$ cat config.mk
export PLATFORM = sky130hd
export DESIGN_NAME = adcp_top
export DESIGN_NICKNAME = d
export VERILOG_FILES = /design/src/rtl/adcp_pkg.sv /design/src/rtl/adcp_stage.sv /design/src/rtl/adcp_top.sv
export VERILOG_INCLUDE_DIRS = /design/src /design/src/rtl
export SDC_FILE = /design/constraint.sdc
export NUM_CORES = 1
export LEC_CHECK = 0
export ABC_AREA = 1
export ABC_CLOCK_PERIOD_IN_PS = 1110
export BUFFER_PORTS_ARGS = -buffer_cell sky130_fd_sc_hd__buf_2
export CAP_MARGIN = 20
export CORE_MARGIN = 2
export CORE_UTILIZATION = 40
export CTS_BUF_LIST = sky130_fd_sc_hd__clkbuf_4
export DETAILED_ROUTE_END_ITERATION = 6
export SLEW_MARGIN = 20
export SYNTH_ARGS = -nofsm -noshare
export SYNTH_HDL_FRONTEND = slang
export SYNTH_SLANG_ARGS = --single-unit
$ cat constraint.sdc
create_clock -name clk -period 1.11 [get_ports clk]
set_input_delay 0 -clock clk [delete_from_list [all_inputs] [get_ports clk]]
set_output_delay 0 -clock clk [all_outputs]
set_load 0.02 [all_outputs]
$ cat src/rtl/adcp_cfg.svh
// Constants for the converter output pipeline
`ifndef ADCP_CFG_SVH
`define ADCP_CFG_SVH
`define ADCP_WORD_W      8
`define ADCP_LSB_POS     0
`define ADCP_MSB_POS     7
`define ADCP_RESET_WORD  8'h00
`define ADCP_CODE_MAX    8'hFF
`define ADCP_LAT_HALF    5
`define ADCP_PIPE_STAGES 2
`endif

$ cat src/rtl/adcp_pkg.sv
// Types shared by the converter output pipeline
`default_nettype none
`include "adcp_cfg.svh"
package adcp_pkg;
    typedef logic [`ADCP_WORD_W-1:0] adcp_word_t;
    typedef struct packed {
        logic       valid;
        adcp_word_t code;
    } adcp_samp_t;
    typedef struct packed {
        adcp_word_t data_out;
        adcp_word_t data_oe_n;
    } adcp_bus_t;
endpackage
`default_nettype wire

$ cat src/rtl/adcp_stage.sv
// One pipeline stage of the conversion path
`default_nettype none
`include "adcp_cfg.svh"
module adcp_stage
    import adcp_pkg::*;
(
    input  wire logic       clk,
    input  wire logic       nrst,
    input  wire logic       en,
    input  wire adcp_samp_t d,
    output var  adcp_samp_t q
);
    adcp_samp_t q_reg;

    // Advance one word per enabled edge
    always_ff @(posedge clk or negedge nrst) begin
        if (!nrst) begin
            q_reg <= '{valid: 1'b0, code: `ADCP_RESET_WORD};
        end else if (en) begin
            q_reg <= d;
        end
    end

    assign q = q_reg;
endmodule
`default_nettype wire

$ cat src/rtl/adcp_top.sv
// Converter digital side: sample, pipeline, and drive the result bus
//
// Functional notes
// RULE_01: Take a new sample at each falling edge of the conversion clock.
// RULE_02: Word appears 2.5 clocks after its sample, changing on a rise.
// RULE_03: Output enable low drives the bus; high floats every data bit.
// RULE_04: Result is 8 bits parallel, bit 0 least, bit 7 most significant.
// RULE_05: Code is straight binary step index, zero up to all ones.
// RULE_06: One new word each clock; capture latches one per rising edge.
`default_nettype none
`include "adcp_cfg.svh"
module adcp_top
    import adcp_pkg::*;
#(
    parameter int WORD_W = `ADCP_WORD_W
) (
    input  wire logic              clk,
    input  wire logic              nrst,
    input  wire logic              conv_clk,
    input  wire logic [WORD_W-1:0] quant_step,
    input  wire logic              out_en_n,
    output logic [WORD_W-1:0]      data_out,
    output logic [WORD_W-1:0]      data_oe_n,
    output logic                   data_valid
);
    // Pin inputs through three flops; second and third must agree
    logic [2:0]        cclk_sync_reg;
    logic [2:0]        oe_sync_reg;
    logic              cclk_lvl_reg;
    logic              oe_n_lvl_reg;
    logic [WORD_W-1:0] step_hold_reg;
    logic [WORD_W-1:0] step_s1_reg;

    always_ff @(posedge clk or negedge nrst) begin
        if (!nrst) begin
            cclk_sync_reg <= 3'h0;
            oe_sync_reg   <= 3'h7;
        end else begin
            cclk_sync_reg <= {cclk_sync_reg[1:0], conv_clk};
            oe_sync_reg   <= {oe_sync_reg[1:0], out_en_n};
        end
    end

    // A level counts only once two late flops agree, filtering one glitch
    wire cclk_agree = cclk_sync_reg[1] == cclk_sync_reg[2];
    wire oe_agree   = oe_sync_reg[1] == oe_sync_reg[2];

    always_ff @(posedge clk or negedge nrst) begin
        if (!nrst) begin
            cclk_lvl_reg <= 1'b0;
            oe_n_lvl_reg <= 1'b1;
        end else begin
            if (cclk_agree) cclk_lvl_reg <= cclk_sync_reg[2];
            if (oe_agree)   oe_n_lvl_reg <= oe_sync_reg[2];
        end
    end

    // Edges of the filtered conversion clock
    wire cclk_next = cclk_agree ? cclk_sync_reg[2] : cclk_lvl_reg;
    wire fall_evt  = cclk_lvl_reg & ~cclk_next;
    wire rise_evt  = ~cclk_lvl_reg & cclk_next;

    // The analog quantiser hands a step index; hold it a cycle so it
    // has settled by the sampling edge
    always_ff @(posedge clk or negedge nrst) begin
        if (!nrst) begin
            step_s1_reg   <= `ADCP_RESET_WORD;
            step_hold_reg <= `ADCP_RESET_WORD;
        end else begin
            step_s1_reg   <= quant_step;
            if (fall_evt) step_hold_reg <= step_s1_reg; // RULE_01
        end
    end

    // Sampled word; code is the step index untouched, MSB at top
    adcp_samp_t samp;
    assign samp.valid = 1'b1;
    assign samp.code  = step_hold_reg[`ADCP_MSB_POS:`ADCP_LSB_POS]; // RULE_05

    // Sample on fall, then two rises in the pipe: third rise is 2.5 clocks
    adcp_samp_t pipe [0:`ADCP_PIPE_STAGES];
    logic       smp_pend_reg;

    always_ff @(posedge clk or negedge nrst) begin
        if (!nrst) begin
            smp_pend_reg <= 1'b0;
        end else if (fall_evt) begin
            smp_pend_reg <= 1'b1;
        end
    end

    assign pipe[0] = smp_pend_reg ? samp : '{valid: 1'b0, code: '0};

    genvar gi;
    generate
        for (gi = 0; gi < `ADCP_PIPE_STAGES; gi++) begin : g_pipe
            adcp_stage u_stage (
                .clk  (clk),
                .nrst (nrst),
                .en   (rise_evt),   // RULE_06
                .d    (pipe[gi]),
                .q    (pipe[gi+1])
            );
        end
    endgenerate

    // Data and valid flops update only on a conversion-clock rise; the enable flops every clock
    adcp_bus_t bus_reg;
    logic      valid_reg;
    wire       oe_drive = ~oe_n_lvl_reg;

    always_ff @(posedge clk or negedge nrst) begin
        if (!nrst) begin
            bus_reg   <= '{data_out: `ADCP_RESET_WORD, data_oe_n: '1};
            valid_reg <= 1'b0;
        end else begin
            if (rise_evt) begin
                bus_reg.data_out <= pipe[`ADCP_PIPE_STAGES].code; // RULE_02
                valid_reg        <= pipe[`ADCP_PIPE_STAGES].valid;
            end
            bus_reg.data_oe_n <= {WORD_W{~oe_drive}}; // RULE_03
        end
    end

    // Bit 0 is the least significant result bit
    assign data_out   = bus_reg.data_out; // RULE_04
    assign data_oe_n  = bus_reg.data_oe_n;
    assign data_valid = valid_reg;
endmodule
`default_nettype wire
[Yosys cells after proc, flatten, opt, wreduce, memory -nomap -nowiden]
Index checks and enable logic that the tools add are counted.
Operators by class
  bitwise operators: 4
  equality and inequality tests: 2
  multiplexer cells: 2
Operators with widths (count)
  $mux 9: 1
  $and 1x1->1: 2
  $eq 1x1->1: 2
  $not 1->1: 2
  $mux 1: 1
Word-level totals
  bits in registers: 53

[Depth between registers and ports, before layout]
Gate-level depths: netlist (run 1).
  depth in word-level cells: 4
  gate-level depth with buffers: 5
  mapped depth without buffers: 4

[By module]
A second synthesis (run 1) with hierarchy kept.
Unflattened totals
  cell total of the unflattened synthesis: 203
  area total of the unflattened synthesis: 2018.2 µm²
By module, submodules not included
  adcp_top: area each 1335.0 µm², times used 1, sequential area each 882.1 µm², cells an instance 127
  adcp_stage: area each 341.6 µm², times used 2, sequential area each 225.2 µm², cells an instance 38

[Least setup slack after synthesis (run 1)]
OpenSTA, ideal clock, no wires.
  path kind: reg2reg
  start: register cclk_lvl_reg
  end: register g_pipe[0].u_stage.q_reg (netlist bit g_pipe[0].u_stage.q[1])
  path slack: 0.078 ns
  data required time: 1.045 ns
  setup time: 0.065 ns
  stages on the path, launching flop included: 6
  arrival: 0.967 ns
  cells stage by stage: dfrtp_1 > buf_2 > nor2_4 > buf_6 > nand2_1 > nand2_1
Between the ends
  word-level cells in the longest chain between the ends: 2
RTL lines
  start: declaration: RTL line adcp_top.sv:29  | logic cclk_lvl_reg;
  start signal: assignment: RTL line adcp_top.sv:53  | if (cclk_agree) cclk_lvl_reg <= cclk_sync_reg[2];
  $mux 1 or $not 1->1 (tied branches)
  $and 1x1->1 *: RTL line adcp_top.sv:61  | wire rise_evt = ~cclk_lvl_reg & cclk_next;
  end signal: assignment: RTL line adcp_stage.sv:18  | q_reg <= '{valid: 1'b0, code: `ADCP_RESET_WORD};
  end: declaration: RTL line adcp_stage.sv:13  | adcp_samp_t q_reg;
Mark *: on every way between the ends. The rest lies on a longest branch, timed or not.
A chain may end at the register's enable or synchronous reset.

[Worst setup path in the final report (run 1)]
  start: register, netlist name data_oe_n[0]
  end: output port data_oe_n[6]
RTL lines
  end: declaration: RTL line adcp_top.sv:23  | output logic [WORD_W-1:0] data_oe_n,
No word-level cell between the ends.

==> impl_metrics.toml, run 1 <==
[cts]
clkSinkCount = 53
clk_latency_ps = 360
cts_tree = "yes"
cts_root_buffer = "clkbuf_4"
cts-htree-levels = 2
clkTransAtPathRegs_ps = 150
clock_path_buffers = 2
numCtsBuffers = 5

[synth]
synth_cells = 201
yosysTopAreaCell = "dfrtp_1"
ys_types = 17
synth_area_mm2 = 0.00198
seq_area_frac_synth_pct = 67.2
synth_warnings = 0
synth_seq_cells = 53
synth_area_per_cell_um2 = 9.87
syn_nets = 213
synth_top_cell_area_share_pct = 60.6
synthTopCellsByArea = "dfrtp_1 (61%), nand2_1 (20%), dfstp_2 (6.6%)"

[sta]
final.setup.tns_ps = -77.7
min_period_ps = 1120
fin_crit_sh_pct = 101
fin_skew_ps = 13.0
finalSetupViolations = 8
rsz0062_at_grt = "true"
fmax_ghz = 0.891
setup_slack_ps = -12.5
worst_slew_pin_slew_ps = 296
finalHoldViolCount = 0
slew_headroom_pct = 80.3
drv_slew = 0

[cells_and_area]
drive_gt1_share_pct = 24.2
diodes = 0
finalInstanceArea_mm2 = 0.00239
fin_cells = 307
finalCoreUtilization_pct = 50.3
multiInputGateArea_um2 = 519
nets = 251
mostFrequentLayoutCells = "nand2_1 (104), dfrtp_1 (45), buf_2 (28)"
layout.area.seq_mm2 = 0.00134
fill_cells = 460
largest_reg_flops = 18
final_common_cell = "nand2_1"
areaGrowthSynthToFinish_pct = 20.7

[grt]
grt_antenna_before_repair = 0
grt_pass1_wl_um = 5160
grt_pass1_vias = 1219
grt.total_usage_pct = 12.2
grt_overflow = 0
grt_max_degree = 54

[placed_design]
placed_area_mm2 = 0.00219
place_inst = 288
portBuffers = 28
routabilityCongestion = 0.685
dp_hpwl_um = 1760

[setup_path]
cp.required_ps = 1110
crit_buf_inv = 1
cp.arrival_ps = 1120
crit_type = "flop to primary output"
max_stage_delay_ps = 590
cp_max_fo = 8
crit_chain = "buf_2"
critical_path.top_delay_family = "flip-flops"
critical-path-slowest-cell = "dfstp_2"
startpoint_type = "flop"
end_kind = "primary output"

[floorplanning]
die_h_um = 74.4
dieArea_mm2 = 0.00554
rows = 25
start_util_pct = 41.7
die_x_um = 74.4
core_mm2 = 0.00475
num_io_pins = 29

[routing]
wl_um = 2940
drt_iter0_markers = 67
wire_per_inst_um = 9.57
drc = 0
drt_pre_antenna_iters = 4
num_vias = 1268
vias_per_cell = 4.13
drtAntennaViolNets = 0

[status]
violations = "negative setup slack"
status = "complete, but fails checks"

[min_path]
holdCritPathClass = "input port to async pin"

[power]
ir_drop_v = 0.00103
finalPower_w = 0.00437
leakagePower_nw = 1.32
p_per_area_mw_per_mm2 = 1830

[run]
drv_cap = 0
repair_timing:
item                                   CTS  global route
endpoints found under the hold margin   63             0
hold buffers                            11             0
gates resized for setup                  0             6
setup endpoints to repair                8            27
setup buffers                            0             0
gates cloned                             0             0
cells in the mapped netlist:
master and count:
nor2_4 1, nand4_1 8, inv_2 1, buf_4 7, inv_1 10, o21ai_0 1
clkbuf_1 1, nand3_2 2, clkinv_1 1, buf_2 3, buf_6 2, a21oi_1 1
dfstp_2 5, dfrtp_1 48, nand2_1 104, nor2_1 3, nand2_2 3
power breakdown:
part | internal (W) | switching (W)
Clock | 0.000498 | 0.000557
Sequential | 0.00231 | 0.000187
Combinational | 0.000330 | 0.000495
Total | 0.00314 | 0.00124
worst paths after layout:
kind	from	endpoint	slack (ps)	cells past startpoint
worst max-delay path	data_oe_n[0]	data_oe_n[6]	-10	1
worst min-delay path	nrst	g_pipe[1].u_stage.q[0]	140	3
worst max register to register	cclk_lvl_reg	data_out[5]	120	5
worst min register to register	cclk_sync_reg[0]	cclk_sync_reg[1]	370	0
max in group asynchronous	nrst	oe_n_lvl_reg	670	3
min in group clk	quant_step[5]	step_s1_reg[5]	270	2
metrics by stage:
step	hold slack [ps]	setup slack, ps
floorplan	-296	78.4
finish	138	-12.5
CTS	142	-40.1
global route	136	-90.0
detailed placement	14.9	58.6
global placement	12.9	92.6
kinds of logic (layout without fill, tap and decap cells):
logic type / after synthesis / in the layout / share of synthesized area [%]
AO/OA/AOI/OAI: 2 / 2 / 0.504
buffers and inverters: 25 / 64 / 7.00
flip-flops: 53 / 53 / 67.2
AND/OR/NAND/NOR: 121 / 121 / 25.3
final cells by class:
| cell class | count | area share (%) |
|---|---|---|
| clock buffer | 6 | 1.88 |
| clock inverter | 2 | 1.46 |
| inverter | 12 | 2.04 |
| multi-input combinational | 123 | 21.7 |
| sequential | 53 | 55.8 |
| tap | 67 | 3.50 |
| timing repair buffer | 44 | 13.6 |
routing by layer:
layer | GRT usage [%] | up-vias | wire (um)
met4 | 4.76 | 0 | 34
met5 | 0 | - | 0
met1 | 15.1 | 564 | 1470
met3 | 3.66 | 4 | 101
li1 | - | 677 | -
met2 | 20.1 | 23 | 1330
Power figures use the tool's default switching activity.
==> run 2: changes to the inputs <==
--- a/config.mk
+++ b/config.mk
@@ -7,7 +7,7 @@
 export NUM_CORES = 1
 export LEC_CHECK = 0
 export ABC_AREA = 1
-export ABC_CLOCK_PERIOD_IN_PS = 1110
+export ABC_CLOCK_PERIOD_IN_PS = 1000
 export BUFFER_PORTS_ARGS = -buffer_cell sky130_fd_sc_hd__buf_2
 export CAP_MARGIN = 20
 export CORE_MARGIN = 2
==> constraint.sdc (replaced) <==
create_clock -name clk -period 1 [get_ports clk]
set_input_delay 0 -clock clk [delete_from_list [all_inputs] [get_ports clk]]
set_output_delay 0 -clock clk [all_outputs]
set_load 0.02 [all_outputs]
==> impl_metrics.toml, run 2 (same netlist as run 1, synthesis figures left out) <==
[cts]
clock_path_buffers = 2
cts-htree-levels = 2
clk_latency_ps = 360
clkSinkCount = 53
numCtsBuffers = 5
cts_tree = "yes"
clkTransAtPathRegs_ps = 140
cts_root_buffer = "clkbuf_4"

[setup_path]
worst-r2r-setup-slack_ps = -130
ff2ff_path_depth = 6
crit_start = "data_oe_n[0]"
critical-path-slowest-cell = "dfstp_2"
end_kind = "primary output"
r2r-end = "data_out[5]"
cp.arrival_ps = 1150
max_stage_delay_ps = 620
crit_chain = "buf_4"
startpoint_type = "flop"
worst-path-stages = 1
crit_buf_inv = 1
r2r_start = "cclk_lvl_reg"
cp.required_ps = 1000
cp_max_fo = 8
crit_end = "data_oe_n[7]"
crit_type = "flop to primary output"
critical_path.top_delay_family = "flip-flops"

[min_path]
holdCritPathClass = "input port to async pin"

[grt]
grt_max_degree = 24
grt.total_usage_pct = 15.4
grt_pass1_vias = 1445
grt_antenna_before_repair = 0
grt_pass1_wl_um = 6320
grt_overflow = 0

[status]
status = "complete, but fails checks"
violations = "negative setup slack"

[run]
drv_cap = 0

[power]
p_per_area_mw_per_mm2 = 1880
switchingPower_w = 0.00158
p_sw_share_pct = 29.9
p_clk_share_pct = 21.9
pwr-share-comb_pct = 23.7
ir_drop_v = 0.00100
internal-power_w = 0.00371
leakagePower_nw = 1.51
finalPower_w = 0.00529
seq_power_share_pct = 54.4

[placed_design]
routabilityCongestion = 0.685
pre_cts_slack_ps = -24.4
placed_area_mm2 = 0.00222
portBuffers = 28
dp_hpwl_um = 1960

[floorplanning]
core_mm2 = 0.00475
die_h_um = 74.4
num_io_pins = 29
rows = 25
die_x_um = 74.4
dieArea_mm2 = 0.00554
start_util_pct = 41.7

[cells_and_area]
areaGrowthSynthToFinish_pct = 42.0
nets = 267
fill_cells = 406
final_common_cell = "nand2_1"
drive_gt1_share_pct = 42.2
mostFrequentLayoutCells = "nand2_1 (66), dfrtp_1 (48), nand2_2 (31)"
diodes = 0
layout.area.seq_mm2 = 0.00133
largest_reg_flops = 18
finalInstanceArea_mm2 = 0.00282
multiInputGateArea_um2 = 689

[sta]
fin_crit_sh_pct = 115
holdWs_ps = 88.7
final.setup.tns_ps = -3700
min_period_ps = 1150
fin_skew_ps = 6.21
rsz0062_at_grt = "true"
finalHoldViolCount = 0
worst_slew_pin_slew_ps = 424
setup_slack_ps = -146
finalSetupViolations = 43
drv_slew = 0
slew_headroom_pct = 71.7
fmax_ghz = 0.873

[routing]
num_vias = 1441
drtAntennaViolNets = 0
wl_um = 3820
vias_per_cell = 4.46
wire_per_inst_um = 11.8
drt_pre_antenna_iters = 4
drt_iter0_markers = 70
drc = 0
[run 2: how the worst min path moves through the flow]
stage / from / end / slack (ps) / cells after the start
6_report: nrst / step_hold_reg[5] / 90 / 2
3_3_place_gp: nrst / step_hold_reg[0] / -40 / 1
5_1_grt: nrst / step_hold_reg[2] / 110 / 2
3_5_place_dp: nrst / step_hold_reg[6] / -40 / 1
4_1_cts: nrst / step_hold_reg[6] / 90 / 2
2_1_floorplan: nrst / cclk_lvl_reg / -300 / 0
[run 2: worst reg2reg max path, stage by stage, from the launching register on]
cell	delay, ps
dfrtp_1	420
buf_6	130
nor2_4	130
buf_6	140
buf_12	140
nand2_1	50
nand2_1	60
[run 2: power groups by stage]
stage	Clock (W)	Combinational, W	Sequential (W)
2_1_floorplan	0	0.000510	0.00292
3_3_place_gp	0	0.000900	0.00280
3_5_place_dp	0	0.000912	0.00282
4_1_cts	0.00122	0.00113	0.00281
5_1_grt	0.00128	0.00140	0.00292
6_report	0.00116	0.00126	0.00288
[run 2: through the flow]
stage	util [%]	std cells
4_1_cts	57.6	326
3_3_place_gp	46.7	292
2_1_floorplan	-	201
6_report	59.2	323
5_1_grt	59.2	323
3_5_place_dp	46.7	292
[run 2: cell type report]
class                   instances  share of cell area (%)
repair buffers                 59                    20.6
inverters                      12                    1.87
clock buffers                   6                    1.60
well taps                      67                    2.98
multi-input cells             124                    24.5
clock inverters                 2                    1.20
flip-flops and latches         53                    47.3
[run 2: per-layer routing]
metal	vias up	wire length (um)	share of wire [%]	GRT usage, %
met5	-	0	0	0
met1	678	1570	41	17.5
met2	33	2050	54	27.6
met3	7	133	3.5	3.66
li1	723	-	-	-
met4	0	69	1.8	6.55
[run 2: what timing repair did]
action                                 in CTS  in global routing
setup endpoints to repair                  35                 44
endpoints found under the hold margin      63                  0
setup buffers                              10                  1
pin swaps                                  14                 17
hold buffers                               11                  0
cloned                                      5                  1
gates resized for setup                    34                 53
==> run 3: changes to the inputs <==
--- a/config.mk
+++ b/config.mk
@@ -14,6 +14,7 @@
 export CORE_UTILIZATION = 40
 export CTS_BUF_LIST = sky130_fd_sc_hd__clkbuf_4
 export DETAILED_ROUTE_END_ITERATION = 6
+export PLACE_DENSITY = 0.59
 export SLEW_MARGIN = 20
 export SYNTH_ARGS = -nofsm -noshare
 export SYNTH_HDL_FRONTEND = slang
==> impl_metrics.toml, run 3 (same netlist as run 1, synthesis figures left out) <==
[grt]
grt_antenna_before_repair = 0
grt_max_degree = 24
grt.total_usage_pct = 14.0
grt_overflow = 0
grt_pass1_wl_um = 5890
grt_pass1_vias = 1383

[sta]
fin_crit_sh_pct = 113
finalHoldViolCount = 0
drv_slew = 0
fmax_ghz = 0.885
fin_skew_ps = 11.9
setup_slack_ps = -130
worst_slew_pin_slew_ps = 420
slew_headroom_pct = 72.0
min_period_ps = 1130
rsz0062_at_grt = "true"
finalSetupViolations = 36

[routing]
num_vias = 1401
drtAntennaViolNets = 0
drt_iter0_markers = 36
wire_per_inst_um = 11.5
drc = 0
wl_um = 3700
drt_pre_antenna_iters = 4
vias_per_cell = 4.35

[setup_path]
cp.arrival_ps = 1410
crit_start = "cclk_sync_reg[2]"
startpoint_type = "flop"
cp_max_fo = 7
end_kind = "flop"
path_common_cell = "nand2_1"
crit_buf_inv = 2
max_stage_delay_ps = 410
critical_path.top_delay_family = "flip-flops"
r2r_start = "cclk_sync_reg[2]"
critical-path-slowest-cell = "dfrtp_1"
crit_chain = "buf_6, nand3_4, clkbuf_16, nand2_1, nand2_1"
crit_type = "flop to flop"
cp.required_ps = 1270

[cts]
cts_root_buffer = "clkbuf_4"
numCtsBuffers = 5
clkSinkCount = 53
clock_path_buffers = 2
clkTransAtPathRegs_ps = 140
clk_latency_ps = 360
cts-htree-levels = 2
cts_tree = "yes"

[power]
p_clk_share_pct = 18.0
switchingPower_w = 0.00164
ir_drop_v = 0.00114
pwr-share-comb_pct = 25.2
internal-power_w = 0.00351
finalPower_w = 0.00515
leakagePower_nw = 1.58
p_per_area_mw_per_mm2 = 1790
p_sw_share_pct = 31.8
seq_power_share_pct = 56.8

[cells_and_area]
drive_gt1_share_pct = 47.5
finalInstanceArea_mm2 = 0.00288
finalCoreUtilization_pct = 60.5
areaGrowthSynthToFinish_pct = 45.1
largest_reg_flops = 18
mostFrequentLayoutCells = "nand2_1 (52), dfrtp_1 (48), nand2_2 (33)"
fin_cells = 322
diodes = 0
nets = 266
final_common_cell = "nand2_1"
fill_cells = 427

[floorplanning]
core_mm2 = 0.00475
start_util_pct = 41.7
die_x_um = 74.4
die_h_um = 74.4
dieArea_mm2 = 0.00554
num_io_pins = 29
rows = 25

[placed_design]
placed_area_mm2 = 0.00222
portBuffers = 28
dp_hpwl_um = 1890
routabilityCongestion = 0.720
place_inst = 292

[status]
status = "complete, but fails checks"
violations = "negative setup slack"

[min_path]
holdCritPathClass = "input port to async pin"

[run]
drv_cap = 0
[run 3: worst paths after layout]
path / to / slack, ps / cells past startpoint
worst max-delay path: g_pipe[0].u_stage.q[7] / -130 / 5
worst min-delay path: step_hold_reg[0] / 100 / 2
worst max register to register: g_pipe[0].u_stage.q[7] / -130 / 5
worst min register to register: oe_sync_reg[1] / 360 / 0
max in group asynchronous: step_s1_reg[3] / 400 / 3
min in group clk: step_s1_reg[1] / 270 / 2
[run 3: cell type report]
cell class              count  area, um^2  area share [%]
flip-flops and latches     53        1330            46.3
multi-input cells         124         779            27.1
repair buffers             58         573            19.9
well taps                  67        83.8            2.91
clock buffers               7        52.6            1.83
inverters                  12        52.6            1.83
clock inverters             1        3.75           0.130
[run 3: through the flow]
step | TNS (ps) | hold WS [ps] | setup WS, ps
CTS | -3400 | 107 | -151
global route | -6040 | 115 | -191
global placement | 0 | -34.5 | 7.98
finish | -3650 | 105 | -130
floorplan | 0 | -296 | 2.18
detailed placement | -226 | -40.7 | -35.5
[run 3: worst register-to-register path, cell delays in order (launching register included)]
cell and delay, ps:
dfrtp_1 410, buf_6 150, nand3_4 160, clkbuf_16 230, nand2_1 60, nand2_1 50
[run 3: power groups by stage]
stage / sequential [W] / clock (W) / combinational [W]
after CTS: 0.00278 / 0.000974 / 0.00106
after global routing: 0.00298 / 0.00106 / 0.00145
after floorplan: 0.00292 / 0 / 0.000510
after global placement: 0.00280 / 0 / 0.000901
after detailed placement: 0.00282 / 0 / 0.000910
final: 0.00292 / 0.000925 / 0.00130
[run 3: what timing repair did]
item                                    4_1_cts  5_1_grt
endpoints found under the setup margin       35       44
buffers inserted                              6        1
cloned                                        3        3
pin swaps                                     2       44
gates resized for setup                      18       79
endpoints found under the hold margin        63        0
hold buffers                                 11        0
[run 3: routing by layer]
metal | vias to the layer above | GRT usage, % | part of all wire (%)
met1 | 645 | 17.4 | 41
met2 | 25 | 23.5 | 54
met4 | 0 | 5.36 | 1.5
li1 | 724 | - | -
met5 | - | 0 | 0
met3 | 7 | 3.66 | 2.9
